==> src/logic/offer_pkg.sv <==
// constants and carriers for the negotiation offer register block
// assumes a 32-bit avalon-mm slave at word addresses, one clock
package offer_pkg;
	localparam logic [7:0]  OFFER_ADDR     = 8'h04;
	localparam logic [7:0]  NP_TX_ADDR     = 8'h07;
	localparam logic [7:0]  PARTNER_ADDR   = 8'h05;
	localparam logic [7:0]  EXPANSION_ADDR = 8'h06;
	localparam logic [7:0]  CONTROL_ADDR   = 8'h10;
	localparam int          NP_BIT         = 15;
	localparam int          ACK_BIT        = 14;
	localparam int          RF_BIT         = 13;
	localparam int          TECH_HI        = 12;
	localparam int          TECH_LO        = 5;
	localparam int          PAUSE_BIT      = 10;
	localparam int          T4_BIT         = 9;
	localparam int          EXP_PAGE_CAP   = 3;
	localparam int          EXP_PAGE_RX    = 1;
	localparam logic [15:0] OFFER_RESET    = 16'h0001;
	localparam logic [15:0] NP_TX_RESET    = 16'h0000;
	localparam logic [31:0] UNMAPPED_DATA  = 32'h0000_0000;

	typedef struct packed {
		logic        read;
		logic        write;
		logic [7:0]  address;
		logic [31:0] writedata;
	} bus_req_t;

	typedef enum logic [2:0] {
		ST_IDLE  = 3'b001,
		ST_WAIT  = 3'b010,
		ST_ANS   = 3'b100
	} bus_state_t;
endpackage : offer_pkg

==> src/logic/sync2.sv <==
// two-flop synchroniser for a level or a word held steady around its strobe
// assumes the input is asynchronous to clk
module sync2 #(
	parameter int WIDTH = 1
) (
	// clock and reset
	input  wire logic             clk,
	input  wire logic             nrst,
	// level
	input  wire logic [WIDTH-1:0] d,
	output logic      [WIDTH-1:0] q
);
	logic [WIDTH-1:0] meta_r;

	always_ff @(posedge clk) begin
		if (!nrst) begin
			meta_r <= '0;
			q      <= '0;
		end else begin
			meta_r <= d;
			q      <= meta_r;
		end
	end
endmodule : sync2

==> src/logic/negotiation_offer.sv <==
// negotiation offer register with next-page transmit and partner status
// assumes the negotiation engine runs on another clock: its pins are synced
// Function
// - Setting bit 15 of the offer word asks the partner for next pages.
// - The partner's next-page ability reads back in the expansion word.
// - A requested next page waits until software writes the page word.
// - Bit 15 of the offer word resets to zero.
// - Bit 13 advertises a remote fault and resets to zero.
// - Bits 12 to 5 are sent to the partner as the ability field.
// - Bits 12 and 11 reset to zero yet stay writable and are sent.
// - Bit 10 offers pause, resets to zero, and changes no mode here.
// - Bits 8 to 5 offer the four twisted-pair speed and duplex modes.
// - The selector field in bits 4 to 0 resets to 00001.
//
// Our own choice: register access over Avalon-MM.
module negotiation_offer (
	// clock and reset
	input  wire logic        clk,
	input  wire logic        nrst,
	// avalon-mm slave
	input  wire logic [7:0]  address,
	input  wire logic        read,
	input  wire logic        write,
	input  wire logic [31:0] writedata,
	output logic      [31:0] readdata,
	output logic             waitrequest,
	// negotiation engine side
	input  wire logic        partner_page_capable,
	input  wire logic        partner_page_pending,
	input  wire logic        partner_page_valid,
	input  wire logic [15:0] partner_page_word,
	input  wire logic        page_taken,
	output logic      [15:0] offer_word,
	output logic      [15:0] next_page_word,
	output logic             next_page_ready
);
	logic [15:0] offer_r, offer_nxt;
	logic [15:0] np_tx_r, np_tx_nxt;
	logic        np_ready_r, np_ready_nxt;
	logic [15:0] partner_r;
	logic        page_rx_r;
	logic        cap_s, pend_s, valid_s, taken_s, valid_d_r;
	logic [15:0] word_s;
	logic [31:0] rdata_nxt;
	offer_pkg::bus_state_t state_r, state_nxt;

	sync2 u_cap (.clk(clk), .nrst(nrst), .d(partner_page_capable),
		.q(cap_s));
	sync2 u_pend (.clk(clk), .nrst(nrst), .d(partner_page_pending),
		.q(pend_s));
	sync2 u_valid (.clk(clk), .nrst(nrst), .d(partner_page_valid),
		.q(valid_s));
	sync2 u_taken (.clk(clk), .nrst(nrst), .d(page_taken), .q(taken_s));
	// word settles before valid rises, so both arrive through equal stages
	sync2 #(.WIDTH(16)) u_word (.clk(clk), .nrst(nrst),
		.d(partner_page_word), .q(word_s));

	// two wait cycles (the request cycle and ST_WAIT), then the answer: bus sees waitrequest low once
	wire idle_req  = (state_r == offer_pkg::ST_IDLE) && (read || write);
	wire answering = (state_r == offer_pkg::ST_ANS);
	wire do_write  = answering && write;
	wire do_read   = answering && read;
	wire hit_offer = address == offer_pkg::OFFER_ADDR;
	wire hit_np    = address == offer_pkg::NP_TX_ADDR;
	wire hit_lp    = address == offer_pkg::PARTNER_ADDR;
	wire hit_exp   = address == offer_pkg::EXPANSION_ADDR;
	wire partner_load = valid_s && !valid_d_r;
	wire rx_clear = do_read && hit_exp;

	// ack bit never stored: forced to zero both ways
	wire [15:0] offer_wr = {writedata[15], 1'b0, writedata[13:0]};
	assign offer_nxt = (do_write && hit_offer) ? offer_wr : offer_r;

	// a page word written arms the transmit; engine's take ends it
	assign np_tx_nxt = (do_write && hit_np) ? writedata[15:0] : np_tx_r;
	assign np_ready_nxt = (do_write && hit_np) ? 1'b1 :
		(taken_s ? 1'b0 : np_ready_r);

	wire [15:0] exp_word = {12'h000, cap_s, 1'b0, page_rx_r, pend_s};
	assign rdata_nxt =
		hit_offer ? {16'h0000, offer_r[15], 1'b0, offer_r[13:0]} :
		hit_np    ? {16'h0000, np_tx_r} :
		hit_lp    ? {16'h0000, partner_r} :
		hit_exp   ? {16'h0000, exp_word} : offer_pkg::UNMAPPED_DATA;

	always_comb begin
		case (state_r)
			offer_pkg::ST_IDLE: state_nxt = idle_req ? offer_pkg::ST_WAIT
				: offer_pkg::ST_IDLE;
			offer_pkg::ST_WAIT: state_nxt = offer_pkg::ST_ANS;
			offer_pkg::ST_ANS:  state_nxt = offer_pkg::ST_IDLE;
			default:            state_nxt = offer_pkg::ST_IDLE;
		endcase
	end

	always_ff @(posedge clk) begin
		if (!nrst) begin
			state_r     <= offer_pkg::ST_IDLE;
			waitrequest <= 1'b1;
			readdata    <= 32'h0000_0000;
		end else begin
			state_r     <= state_nxt;
			waitrequest <= !(state_nxt == offer_pkg::ST_ANS);
			readdata    <= (state_nxt == offer_pkg::ST_ANS) ? rdata_nxt
				: 32'h0000_0000;
		end
	end

	always_ff @(posedge clk) begin
		if (!nrst) begin
			offer_r    <= offer_pkg::OFFER_RESET;
			np_tx_r    <= offer_pkg::NP_TX_RESET;
			np_ready_r <= 1'b0;
		end else begin
			offer_r    <= offer_nxt;
			np_tx_r    <= np_tx_nxt;
			np_ready_r <= np_ready_nxt;
		end
	end

	// partner page lands here; received flag set beats read clear
	always_ff @(posedge clk) begin
		if (!nrst) begin
			partner_r <= 16'h0000;
			page_rx_r <= 1'b0;
			valid_d_r <= 1'b0;
		end else begin
			valid_d_r <= valid_s;
			if (partner_load)
				partner_r <= word_s;
			page_rx_r <= partner_load || (page_rx_r && !rx_clear);
		end
	end

	// pause and speed bits only travel in the word, no mode logic
	always_ff @(posedge clk) begin
		if (!nrst) begin
			offer_word      <= offer_pkg::OFFER_RESET;
			next_page_word  <= offer_pkg::NP_TX_RESET;
			next_page_ready <= 1'b0;
		end else begin
			offer_word      <= offer_r;
			next_page_word  <= np_tx_r;
			next_page_ready <= np_ready_r;
		end
	end

	// offer word: reset, storage and the copy sent out
	a_offer_reset: assert property (
		@(posedge clk)
		$rose(nrst) |-> offer_r == offer_pkg::OFFER_RESET)
		else $error("offer word not at reset value");
	a_ack_zero: assert property (
		@(posedge clk) disable iff (!nrst)
		offer_r[offer_pkg::ACK_BIT] == 1'h0)
		else $error("ack bit stored");
	a_write_offer: assert property (
		@(posedge clk) disable iff (!nrst)
		do_write && hit_offer |=> ##1
		offer_word[15] == $past(writedata[15], 2) &&
		offer_word[13:0] == $past(writedata[13:0], 2))
		else $error("offer write not sent out");
	a_offer_hold: assert property (
		@(posedge clk) disable iff (!nrst)
		!(do_write && hit_offer) |=> $stable(offer_r))
		else $error("offer word changed without a write");
	a_offer_out: assert property (
		@(posedge clk) disable iff (!nrst)
		offer_word == $past(offer_r))
		else $error("sent offer word does not follow register");

	// bus answer timed from the request cycle, read data checked in the answer cycle
	a_bus_answer: assert property (
		@(posedge clk) disable iff (!nrst)
		idle_req |=> waitrequest ##1 !waitrequest ##1 waitrequest)
		else $error("bus answer timing wrong");
	a_offer_read: assert property (
		@(posedge clk) disable iff (!nrst)
		do_read && hit_offer |-> readdata[15:0] ==
		{$past(offer_r[15]), 1'h0, $past(offer_r[13:0])})
		else $error("offer word read back wrong");
	a_cap_read: assert property (
		@(posedge clk) disable iff (!nrst)
		do_read && hit_exp |->
		readdata[offer_pkg::EXP_PAGE_CAP] == $past(cap_s))
		else $error("capability not reported");
	a_pend_read: assert property (
		@(posedge clk) disable iff (!nrst)
		do_read && hit_exp |-> readdata[0] == $past(pend_s))
		else $error("partner request not reported");
	a_np_read: assert property (
		@(posedge clk) disable iff (!nrst)
		do_read && hit_np |-> readdata[15:0] == $past(np_tx_r))
		else $error("page word read back wrong");
	a_lp_read: assert property (
		@(posedge clk) disable iff (!nrst)
		do_read && hit_lp |-> readdata[15:0] == $past(partner_r))
		else $error("partner page read back wrong");
	a_unmapped: assert property (
		@(posedge clk) disable iff (!nrst)
		do_read && !(hit_offer || hit_np || hit_lp || hit_exp)
		|-> readdata == offer_pkg::UNMAPPED_DATA)
		else $error("unmapped read not zero");

	// next-page transmit handshake and the partner page
	a_np_arm: assert property (
		@(posedge clk) disable iff (!nrst)
		do_write && hit_np |=> ##1 next_page_ready)
		else $error("next page not armed");
	a_np_word: assert property (
		@(posedge clk) disable iff (!nrst)
		do_write && hit_np |=> ##1
		next_page_word == $past(writedata[15:0], 2))
		else $error("next page word not sent out");
	a_np_release: assert property (
		@(posedge clk) disable iff (!nrst)
		taken_s && !(do_write && hit_np) |=> !np_ready_r)
		else $error("taken page still offered");
	a_rx_sticky: assert property (
		@(posedge clk) disable iff (!nrst)
		partner_load |=> page_rx_r)
		else $error("page received lost");
	a_partner_land: assert property (
		@(posedge clk) disable iff (!nrst)
		partner_load |=> partner_r == $past(word_s))
		else $error("partner page not captured");
	a_rx_clear: assert property (
		@(posedge clk) disable iff (!nrst)
		rx_clear && !partner_load |=> !page_rx_r)
		else $error("page received not cleared on read");

	// main scenarios the bench is expected to reach
	c_offer_write: cover property (@(posedge clk) do_write && hit_offer);
	c_np_write: cover property (@(posedge clk) do_write && hit_np);
	c_partner_page: cover property (@(posedge clk) partner_load);
	c_rx_clear: cover property (@(posedge clk) rx_clear && page_rx_r);
	c_page_taken: cover property (@(posedge clk) taken_s && np_ready_r);
endmodule : negotiation_offer

==> config.mk <==
export PLATFORM = sky130hd
export DESIGN_NAME = negotiation_offer
export DESIGN_NICKNAME = d
export VERILOG_FILES = /design/src/logic/offer_pkg.sv /design/src/logic/sync2.sv /design/src/logic/negotiation_offer.sv
export SDC_FILE = /design/constraint.sdc
export NUM_CORES = 1
export LEC_CHECK = 0
export ABC_AREA = 0
export BUFFER_PORTS_ARGS = -buffer_cell sky130_fd_sc_hd__buf_2
export CAP_MARGIN = 20
export CORE_ASPECT_RATIO = 1.75
export CORE_MARGIN = 1.5
export CORE_UTILIZATION = 40
export CTS_BUF_LIST = sky130_fd_sc_hd__clkbuf_8
export DETAILED_ROUTE_END_ITERATION = 8
export HOLD_SLACK_MARGIN = 0.05
export PLACE_DENSITY_LB_ADDON = 0.1
export SLEW_MARGIN = 15
export SYNTH_ARGS = -nofsm -noshare
export SYNTH_HDL_FRONTEND = slang
export SYNTH_SLANG_ARGS = --single-unit
==> constraint.sdc <==
create_clock -name clk -period 1.6 [get_ports clk]
set_clock_uncertainty 0.2 [all_clocks]
set_input_delay 0.16 -clock clk [delete_from_list [all_inputs] [get_ports clk]]
set_output_delay 0.16 -clock clk [all_outputs]
set_load 0.005 [all_outputs]
; Yosys cells after proc, flatten, opt, wreduce, memory -nomap -nowiden
; Cells that the tools add are included.
[word_totals]
register_bits = 158
inputBits = 64
output_inout_bits = 66
[op_classes]
eq_ne = 8
n_mux = 8
bitwise = 2
reduce_logical = 17
[ops]
columns = op, count
row1 = $mux W16, 3
row2 = $eq A8 B3 Y1 const B, 4
row3 = $logic_and A1 B1 Y1, 8
row4 = $eq A3 B3 Y1 const B, 2
row5 = $pmux W3 S2, 1
row6 = $reduce_or A5 Y1, 1
row7 = $mux W4, 1
row8 = $eq A3 B1 Y1 const B, 1
row9 = $eq A3 B2 Y1 const B, 1
row10 = $logic_not A1 Y1, 3
row11 = $reduce_or A3 Y1, 1
row12 = $logic_or A1 B1 Y1, 2
row13 = $mux W1, 2
row14 = $mux W2, 1
row15 = $not A1 Y1, 2
row16 = $reduce_and A2 Y1, 1
row17 = $reduce_bool A2 Y1, 1

; Longest topological paths before layout
; Gate-level depths: netlist of the first run.
[logic_depth]
depth_word = 7
mapped_depth = 6

; Hierarchy
; From an unflattened synthesis of the first run, not the netlist that was laid out.
[hier_totals]
hier_cells = 460
area_unflattened_um2 = 4828.4
[by_module_without_submodules]
columns = mod, instances, cells_each, area_per_inst_um2, seq_area_each_um2
row1 = negotiation_offer, 1, 377, 3722.3, 2042.0
row2 = sync2 at u_word, 1, 67, 895.9, 640.6
row3 = sync2 at u_cap ..., 4, 4, 52.6, 40.0

; Least setup slack after synthesis of the first run
; No wires, ideal clock.
[synth_timing]
path_type = reg2reg
startpoint = reg state_r[2]
endpoint = reg offer_r[10]
arrival_ps = 1192
slack_ps = 88
stages_incl_launch_ff = 5
period_less_slack_ps = 1512
path_cell_list = dfxtp_1 > nor3b_1 > nand4_4 > buf_6 > mux2i_1
[synth_between]
elab_chain_cells = 3
[synth_lines]
columns = item, line
row1 = start: declaration, negotiation_offer.sv:45  ; offer_pkg::bus_state_t state_r, state_nxt;
row2 = start signal: assignment, negotiation_offer.sv:98  ; state_r <= offer_pkg::ST_IDLE;
row3 = start signal: assignment, negotiation_offer.sv:102  ; state_r <= state_nxt;
row4 = $eq A3 B3 Y1, negotiation_offer.sv:60  ; wire answering = (state_r == offer_pkg::ST_ANS);
row5 = $logic_and A1 B1 Y1, negotiation_offer.sv:61  ; wire do_write = answering && write;
row6 = $logic_and A1 B1 Y1, negotiation_offer.sv:72  ; assign offer_nxt = (do_write && hit_offer) ? offer_wr : offer_r;
row7 = end signal: assignment, negotiation_offer.sv:111  ; offer_r <= offer_pkg::OFFER_RESET;
row8 = end signal: assignment, negotiation_offer.sv:115  ; offer_r <= offer_nxt;
row9 = end: declaration, negotiation_offer.sv:37  ; logic [15:0] offer_r, offer_nxt;
; No other way between the ends.
; A chain may end at the register's enable or synchronous reset.

; Worst setup path in the final report of the first run
[layout_timing]
startpoint = reg state_r[0]
endpoint = reg np_tx_r[8]
[layout_between]
elab_chain_cells = 3
[layout_lines]
columns = item, line
row1 = $eq A3 B3 Y1, negotiation_offer.sv:60
row2 = $logic_and A1 B1 Y1, negotiation_offer.sv:61
row3 = $logic_and A1 B1 Y1, negotiation_offer.sv:75  ; assign np_tx_nxt = (do_write && hit_np) ? writedata[15:0] : np_tx_r;
row4 = end signal: assignment, negotiation_offer.sv:112  ; np_tx_r <= offer_pkg::NP_TX_RESET;
row5 = end signal: assignment, negotiation_offer.sv:116  ; np_tx_r <= np_tx_nxt;
row6 = end: declaration, negotiation_offer.sv:38  ; logic [15:0] np_tx_r, np_tx_nxt;
; No other way between the ends.

==> results of run 1 <==
-- Yosys cell counts --
master and number:
buf_2 5, nand3_1 1, a21boi_1 1, inv_1 32, mux4_2 3, nor3b_2 1
and4_1 1, a21boi_0 15, nand2b_1 3, buf_12 1, nor2_1 1, and2_1 43
nand4_4 1, dfxtp_1 142, mux2_2 1, and2b_1 1, nor4bb_1 2, conb_1 1
nor3b_1 2, clkbuf_1 13, a41oi_1 1, nand2_1 90, buf_1 2, buf_6 2
nor2b_1 5, a21oi_1 12, and4bb_2 1, mux2i_1 43, o21a_1 3, buf_4 19
and3b_1 1, or2_2 12, nor4_4 1
-- final timing paths --
| kind | end | slack [ns] |
|---|---|---|
| max | np_tx_r[8]$_SDFFE_PN0P_ | 0.03 |
| min | np_tx_r[0]$_SDFFE_PN0P_ | 0.06 |
| max reg2reg | np_tx_r[8]$_SDFFE_PN0P_ | 0.03 |
| min reg2reg | partner_r[10]$_SDFFE_PN0P_ | 0.23 |
-- critical path: stages, from the launching register on --
cell and delay [ns]:
dfxtp_2 0.33, nor4bb_1 0.26, and4_4 0.35, clkbuf_16 0.18
mux2i_1 0.18
-- registers in the layout, indices dropped and copies added (netlist names), 3 cells and up --
signal          flops
np_tx_r            16
readdata           16
state_r             3
offer_r            15
u_word.q           16
partner_r          16
offer_word         15
u_word.meta_r      16
next_page_word     16
-- through the flow --
step / instance area [µm²] / util / setup WS [ns]
final: 6540 / 0.561 / 0.0346
after CTS: 6470 / 0.556 / 0.00729
after floorplan: 4880 / - / 0.0883
after global routing: 6540 / 0.561 / -0.0311
after detailed placement: 5410 / 0.464 / -0.00826
after global placement: 5410 / 0.464 / 0.0502
-- layout make-up --
type	count	area [µm²]	area share
inverter	32	120	0.0184
clock buffer	23	317	0.0484
tap	135	169	0.0258
timing repair buffer	177	1340	0.205
sequential	142	2840	0.435
clock inverter	8	88.8	0.0136
multi-input combinational	262	1660	0.253
-- layer usage --
| layer | share of wire | up-vias | track usage |
|---|---|---|---|
| met2 | 0.52 | 90 | 0.283 |
| li1 | - | 1771 | - |
| met4 | 0.020 | 0 | 0.0742 |
| met5 | 0 | - | 0 |
| met3 | 0.039 | 15 | 0.0438 |
| met1 | 0.42 | 1547 | 0.171 |
-- report_power, final --
| part | switching (µW) | total [µW] | internal [µW] |
|---|---|---|---|
| registers | 20.7 | 3620 | 3600 |
| clock network | 1210 | 2820 | 1610 |
| logic | 157 | 387 | 230 |
| total | 1390 | 6830 | 5430 |
-- kinds of logic (layout without fill, tap and decap cells) --
logic type	Yosys count	after routing
simple gates	166	166
flops	142	142
buf+inv	74	240
mux	47	47
compound gates	32	32
other cells	1	17
-- repair_timing --
item	CTS	global route
setup buffers	0	5
pin swaps	2	4
endpoints found under the hold margin	65	1
resized for setup	3	2
cloned	1	1
hold buffers	63	1
endpoints found under the setup margin	1	18
==> reports/metrics.csv, run 1 <==
stage;metric;value;unit
status;status;finished clean;
worst_setup_path;beginning of the critical path;state_r[0]$_SDFF_PN1_;
timing;final hold slack;0.0567;ns
yosys;post-synthesis compound-gate area fraction;0.0439;
worst_setup_path;R2R cell count;4;
worst_setup_path;worst reg2reg path startpoint;state_r[0]$_SDFF_PN1_;
place;# placed instances;679;
worst_setup_path;CP endpoint kind;flop;
place;PortBufs;96;
layout;area delta synth->final;35.5;%
timing;Final Cycle Share;0.978;
place;post-detail-place hpwl;5900;µm
yosys;mux contribution to synthesized area;0.106;
worst_hold_path;Worst Hold Depth;4;
cts;H-tree depth;4;
layout;Final Non-Filler Cells;779;
timing;Setup violations, final;0;
grt;largest net degree at the start of global routing;84;
grt;vias in the first global route;3290;
yosys;post-synth cell types;33;
detailed_routing;DRC;0;
layout;fraction of layout cells with a size suffix above 1;0.255;
detailed_routing;DR vias;3423;
yosys;Post-Synth Simple-Gate Area;0.180;
grt;first-pass GRT wire length;15400;µm
worst_setup_path;Critical Path AT;1.72;ns
detailed_routing;vias per cell;4.39;
place;RePlAce Congestion;0.768;
power_and_ir_drop;total power;6830;µW
yosys;Area contributors post-synth;dfxtp_1 59%, mux2i_1 8.9%, nand2_1 7.0%;
timing;final hold vios;0;
worst_setup_path;Crit Path Class;reg2reg;
yosys;Synth Area in Adders;0;
timing;fin. max-slew vios;0;
worst_setup_path;CP Launch Type;flop;
timing;minimum clock period;1.57;ns
layout;FILL cells;1067;
detailed_routing;Detail Route Antenna Nets;0;
power_and_ir_drop;worst vdd ir;0.000614;V
cts;deepest clock path buffer count;2;
yosys;post-synthesis cell count;462;
cts;CTS tree;built;
grt;Total GRT Usage;0.159;
floorplan;Die W;86;µm
floorplan;Die ar.;12700;µm²
yosys;xor and xnor fraction of the mapped netlist area;0;
yosys;main combinational cell family by area after synthesis;simple AND/OR/NAND/NOR gates;
worst_hold_path;Worst Hold Class;in2reg;
cts;clock root buffer;clkbuf_8;
grt;initial antenna violation count;0;
detailed_routing;final WL;9640;µm
worst_hold_path;hold_sp;nrst;
cts;Clock Latency Late Sink;0.42;ns
yosys;post-synthesis cell type with the largest combined area;dfxtp_1;
cts;Sink Count;142;
floorplan;core area;11600;µm²
floorplan;Ports;130;
yosys;synthesized area;4820;µm²
layout;commonest non-fill, non-tap cell in the layout;dfxtp_1;
detailed_routing;drt wl/cell;12.4;µm
grt;Remaining Overflow, GRT;0;
cts;Num CTS Buffers;17;
power_and_ir_drop;Leakage Power;0.00318;µW
flow_run;number of max-cap violations;0;
timing;Max Freq;0.639;GHz
layout;commonest non-fill, non-tap cells in the layout;141 x dfxtp_1, 94 x buf_2, 90 x nand2_1;
floorplan;placement row count;52;
worst_setup_path;Worst Path Required;1.75;ns
yosys;syn avg cell area;10.4;µm²
timing;unrepaired setup endpoints after global routing;yes;
power_and_ir_drop;Pwr Density;1040;nW/µm²
yosys;Ys Warns;0;
detailed_routing;DRT iter0 DRCs;121;
floorplan;starting density of the core;0.414;
layout;ANT cells;0;
layout;Nets;696;
yosys;top cell type's share of synthesized area;0.590;
yosys;Seq cells post-synth;142;
timing;Setup TNS;0;ns
cts;Clock transition at path regs;0.08;ns
detailed_routing;iteration count of the initial detailed-routing pass;4;
worst_setup_path;worst-path maximum fanout;4;
floorplan;Die Ht;148;µm
yosys;register area share after synthesis;0.590;
(Power assumes the default switching activity.)
==> run 2: changes to the inputs <==
==> constraint.sdc (replaced) <==
create_clock -name clk -period 1.45 [get_ports clk]
set_clock_uncertainty 0.2 [all_clocks]
set_input_delay 0.145 -clock clk [delete_from_list [all_inputs] [get_ports clk]]
set_output_delay 0.145 -clock clk [all_outputs]
set_load 0.005 [all_outputs]
==> reports/metrics.csv, run 2 (synthesized netlist as in run 1, its figures left out) <==
stage;metric;value;unit
worst_hold_path;Worst Hold Class;in2reg;
power_and_ir_drop;Pwr Density;1120;nW/µm²
place;Post-Place Setup Slack;-0.117;ns
cts;CTS tree;built;
worst_setup_path;worst-path maximum fanout;8;
cts;deepest clock path buffer count;2;
detailed_routing;iteration count of the initial detailed-routing pass;4;
floorplan;starting density of the core;0.414;
power_and_ir_drop;worst vdd ir;0.000576;V
worst_setup_path;r2r endpoint;np_tx_r[2]$_SDFFE_PN0P_;
cts;Sink Count;142;
layout;Final Non-Filler Cells;788;
detailed_routing;vias per cell;4.44;
place;PortBufs;96;
floorplan;Die ar.;12700;µm²
worst_setup_path;CP Cell Sequence;nor4bb_2 -> and4_4 -> clkbuf_16 -> mux2i_1;
grt;Top Usage Layer GRT;met2;
place;post-detail-place hpwl;6070;µm
floorplan;Die Ht;148;µm
floorplan;placement row count;52;
cts;Clock transition at path regs;0.07;ns
worst_setup_path;Worst Path Required;1.61;ns
layout;fraction of layout cells with a size suffix above 1;0.266;
flow_run;number of max-cap violations;0;
worst_hold_path;Worst Hold End;readdata[13]$_SDFF_PN0_;
status;status;complete, but fails checks;
worst_hold_path;Worst Hold Depth;5;
layout;post-layout util;0.570;
place;# placed instances;683;
detailed_routing;DRT iter0 DRCs;106;
grt;met3 Use GR;0.0499;
floorplan;Die W;86;µm
cts;Num CTS Buffers;17;
detailed_routing;DR vias;3495;
cts;H-tree depth;4;
worst_setup_path;Crit Path Class;reg2reg;
detailed_routing;drt wl/cell;12.6;µm
cts;Clock Latency Late Sink;0.42;ns
timing;minimum clock period;1.67;ns
grt;vias in the first global route;3424;
timing;Setup TNS;-4.16;ns
worst_setup_path;R2R Setup Slk;-0.22;ns
worst_setup_path;crit path max-delay cell type;and4_4;
grt;initial antenna violation count;0;
floorplan;core area;11600;µm²
worst_setup_path;CP Launch Type;flop;
grt;Remaining Overflow, GRT;0;
timing;fin. max-slew vios;0;
power_and_ir_drop;total power;7410;µW
layout;area delta synth->final;37.7;%
worst_hold_path;hold_sp;address[6];
place;RePlAce Congestion;0.754;
status;failing checks;negative setup slack;
timing;final hold vios;0;
timing;Final Cycle Share;1.15;
grt;first-pass GRT wire length;15700;µm
layout;Nets;705;
timing;unrepaired setup endpoints after global routing;yes;
grt;GRT met2 Usage;0.274;
detailed_routing;DRC;0;
layout;commonest non-fill, non-tap cells in the layout;140 x dfxtp_1, 95 x buf_2, 90 x nand2_1;
detailed_routing;Detail Route Antenna Nets;0;
worst_setup_path;R2R cell count;4;
cts;clock root buffer;clkbuf_8;
timing;Setup violations, final;32;
layout;ANT cells;0;
worst_setup_path;CP peak stage delay;0.36;ns
grt;GRT met1 Usage;0.173;
grt;Total GRT Usage;0.160;
layout;commonest non-fill, non-tap cell in the layout;dfxtp_1;
worst_setup_path;worst reg2reg path startpoint;state_r[0]$_SDFF_PN1_;
floorplan;Ports;130;
timing;Max Freq;0.598;GHz
worst_setup_path;Critical Path AT;1.83;ns
grt;largest net degree at the start of global routing;55;
timing;final worst slack;-0.222;ns
detailed_routing;final WL;9930;µm
worst_setup_path;CP endpoint kind;flop;
power_and_ir_drop;Leakage Power;0.00311;µW
run 2: final cells by class:
cell class / count / area (µm²)
repair buffers: 186 / 1440
multi-input cells: 262 / 1690
clock inverters: 12 / 121
well taps: 135 / 169
clock buffers: 19 / 262
flip-flops and latches: 142 / 2850
fillers: 1069 / 5010
inverters: 32 / 120
run 2: through the flow:
stage | area [µm²] | hold WS [ns]
after floorplan | 4890 | 0.0723
after global placement | 5440 | 0.153
after detailed placement | 5440 | 0.153
after CTS | 6540 | -0.0776
after global routing | 6640 | 0.0350
final | 6640 | 0.0319
run 2: worst max path at each step:
stage                               end                  start  slack (ns)  cells after the start
2_1_floorplan  np_tx_r[10]$_SDFFE_PN0P_  state_r[1]$_SDFF_PN0_      -0.006                      5
3_3_place_gp    np_tx_r[3]$_SDFFE_PN0P_             address[5]       -0.04                      5
3_5_place_dp    np_tx_r[1]$_SDFFE_PN0P_  state_r[1]$_SDFF_PN0_       -0.12                      4
4_1_cts         np_tx_r[1]$_SDFFE_PN0P_  state_r[1]$_SDFF_PN0_       -0.14                      4
5_1_grt        np_tx_r[15]$_SDFFE_PN0P_  state_r[2]$_SDFF_PN0_       -0.29                      4
6_report        np_tx_r[2]$_SDFFE_PN0P_  state_r[0]$_SDFF_PN1_       -0.22                      4
run 2: metal layers:
layer,vias to the layer above,part of all wire
met5,-,0
met4,0,0.024
met3,18,0.040
met2,96,0.51
met1,1598,0.42
li1,1783,-
run 2: power by group:
group / internal (µW) / switching [µW] / total, µW / leakage (µW)
registers: 3970 / 24.6 / 3990 / 0.00115
logic: 252 / 179 / 431 / 0.00176
clock network: 1590 / 1400 / 2990 / 0.000198
run 2: what timing repair did:
| action | CTS | global route |
|---|---|---|
| hold buffers | 70 | 1 |
| hold endpoints to repair | 104 | 15 |
| endpoints found under the setup margin | 17 | 34 |
| gates cloned | 0 | 2 |
| buffers inserted | 0 | 1 |
| gates resized for setup | 0 | 9 |
| pin swaps | 0 | 4 |
run 2: critical path, delay by kind of cell, from the launching register on:
kind | cells | cell delay [ns]
flops | 1 | 0.34
simple gates | 2 | 0.68
buf+inv | 1 | 0.19
mux | 1 | 0.19
==> run 3: changes to the inputs <==
--- a/config.mk
+++ b/config.mk
@@ -6,15 +6,17 @@
 export NUM_CORES = 1
 export LEC_CHECK = 0
 export ABC_AREA = 0
-export BUFFER_PORTS_ARGS = -buffer_cell sky130_fd_sc_hd__buf_2
+export BUFFER_PORTS_ARGS = -buffer_cell sky130_fd_sc_hd__buf_4
 export CAP_MARGIN = 20
 export CORE_ASPECT_RATIO = 1.75
 export CORE_MARGIN = 1.5
 export CORE_UTILIZATION = 40
 export CTS_BUF_LIST = sky130_fd_sc_hd__clkbuf_8
 export DETAILED_ROUTE_END_ITERATION = 8
+export GPL_TIMING_DRIVEN = 0
 export HOLD_SLACK_MARGIN = 0.05
 export PLACE_DENSITY_LB_ADDON = 0.1
+export REMOVE_ABC_BUFFERS = 1
 export SLEW_MARGIN = 15
 export SYNTH_ARGS = -nofsm -noshare
 export SYNTH_HDL_FRONTEND = slang
==> reports/metrics.csv, run 3 (synthesized netlist as in run 1, its figures left out) <==
stage;metric;value;unit
status;status;complete, but fails checks;
status;failing checks;negative hold slack, negative setup slack;
timing;final worst slack;-0.125;ns
cts;clock root buffer;clkbuf_8;
grt;Total GRT Usage;0.162;
power_and_ir_drop;Pwr Density;1130;nW/µm²
detailed_routing;DR vias;3406;
cts;H-tree depth;4;
layout;area occupied by multi-input gates;1730;µm²
place;RePlAce Congestion;0.747;
place;Post-Place Setup Slack;-1.25;ns
detailed_routing;final WL;9910;µm
power_and_ir_drop;total power;7370;µW
power_and_ir_drop;Leakage Power;0.00304;µW
place;Post-DP Area;5510;µm²
layout;FILL cells;1063;
timing;final hold vios;8;
grt;Remaining Overflow, GRT;0;
timing;final hold slack;-0.0728;ns
floorplan;Die ar.;12700;µm²
layout;commonest non-fill, non-tap cell in the layout;dfxtp_1;
detailed_routing;Detail Route Antenna Nets;0;
layout;FF/Latch Area;2850;µm²
cts;CTS Hold Bufs;41;
layout;ANT cells;0;
floorplan;Ports;130;
timing;worst slew pin tran;0.619;ns
worst_hold_path;Worst Hold End;readdata[10]$_SDFF_PN0_;
layout;fraction of layout cells with a size suffix above 1;0.286;
place;PortBufs;96;
timing;unrepaired setup endpoints after global routing;yes;
worst_setup_path;R2R cell count;4;
detailed_routing;iteration count of the initial detailed-routing pass;4;
layout;Nets;667;
cts;Clock transition at path regs;0.08;ns
worst_hold_path;Worst Hold Class;in2reg;
worst_hold_path;hold_sp;address[6];
cts;CTS tree;built;
worst_setup_path;worst reg2reg path startpoint;state_r[0]$_SDFF_PN1_;
cts;Num CTS Buffers;17;
detailed_routing;DRC;0;
layout;final instance area;6540;µm²
worst_setup_path;Crit Path Class;reg2reg;
place;post-detail-place hpwl;5740;µm
power_and_ir_drop;worst vdd ir;0.000619;V
grt;largest net degree at the start of global routing;111;
worst_setup_path;Critical Path AT;1.73;ns
worst_setup_path;r2r endpoint;np_tx_r[5]$_SDFFE_PN0P_;
cts;Sink Count;142;
timing;minimum clock period;1.58;ns
layout;commonest non-fill, non-tap cells in the layout;140 x dfxtp_1, 98 x buf_4, 90 x nand2_1;
floorplan;core area;11600;µm²
worst_hold_path;Worst Hold Depth;4;
timing;Max-slew headroom;0.588;
worst_setup_path;worst-path maximum fanout;6;
worst_setup_path;R2R Setup Slk;-0.13;ns
worst_setup_path;CP Launch Type;flop;
detailed_routing;vias per cell;4.54;
timing;Setup TNS;-2.62;ns
timing;Max Freq;0.635;GHz
timing;Final Cycle Share;1.09;
floorplan;Die Ht;148;µm
floorplan;starting density of the core;0.414;
flow_run;number of max-cap violations;0;
timing;Setup violations, final;31;
worst_setup_path;CP endpoint kind;flop;
timing;fin. max-slew vios;0;
detailed_routing;drt wl/cell;13.2;µm
cts;deepest clock path buffer count;2;
grt;vias in the first global route;3352;
cts;Clock Latency Late Sink;0.42;ns
floorplan;Die W;86;µm
floorplan;placement row count;52;
layout;area delta synth->final;35.7;%
detailed_routing;DRT iter0 DRCs;120;
grt;initial antenna violation count;0;
worst_setup_path;Worst Path Required;1.60;ns
grt;first-pass GRT wire length;15700;µm
==> run 3: cell types whose count changed in the layout (fill, tap and decap cells not counted), sizes merged <==
| cell | previous run | this run |
|---|---|---|
| clkinv | 7 | 6 |
| inv | 33 | 35 |
| dlygate4sd3 | 70 | 40 |
| buf | 114 | 106 |
| bufinv | 2 | 1 |
| dlymetal6s4s | 0 | 1 |
==> run 3: repair_timing <==
item	4_1_cts	5_1_grt
pin swaps	3	2
endpoints found under the hold margin	72	19
resized for setup	11	14
endpoints found under the setup margin	65	57
setup buffers	9	2
cloned	0	0
==> run 3: critical path, cell delays in order, from the launching register on <==
cell and delay, ns:
dfxtp_2 0.35, nor4bb_2 0.29, and4_4 0.34, buf_12 0.15, mux2i_1 0.18
==> run 3: final cells by class <==
type,instances,area share
clock inverters,12,0.0166
well taps,135,0.0258
flip-flops and latches,142,0.435
multi-input cells,262,0.264
clock buffers,20,0.0421
inverters,32,0.0184
repair buffers,148,0.198
==> run 3: how the worst max path moves through the flow <==
stage,from,endpoint,slack [ns],cells after the start
after floorplan,state_r[2]$_SDFF_PN0_,np_tx_r[0]$_SDFFE_PN0P_,-0.32,3
after global placement,address[0],np_tx_r[0]$_SDFFE_PN0P_,-1.48,4
after detailed placement,nrst,readdata[14]$_SDFF_PP0_,-1.25,4
after CTS,state_r[1]$_SDFF_PN0_,np_tx_r[10]$_SDFFE_PN0P_,-0.09,4
after global routing,state_r[0]$_SDFF_PN1_,np_tx_r[5]$_SDFFE_PN0P_,-0.21,4
final,state_r[0]$_SDFF_PN1_,np_tx_r[5]$_SDFFE_PN0P_,-0.13,4
==> run 3: stage by stage <==
stage               hold slack (ns)  cells  utilization
floorplan                    0.0340    436            -
global placement              0.153    667        0.473
detailed placement            0.155    667        0.473
CTS                          -0.115    749        0.555
global route                -0.0951    751        0.562
finish                      -0.0728    751        0.562
==> run 3: routing by layer <==
layer / global-route usage / wire (µm) / vias up
li1: - / - / 1704
met1: 0.177 / 4210 / 1593
met2: 0.289 / 5110 / 93
met3: 0.0433 / 379 / 16
met4: 0.0750 / 204 / 0
met5: 0 / 0 / -
==> run 3: power breakdown <==
part	total, µW	switching [µW]	internal [µW]	leakage, µW
logic	408	174	234	0.00169
clock network	2970	1470	1500	0.000196
registers	3990	25.6	3970	0.00115
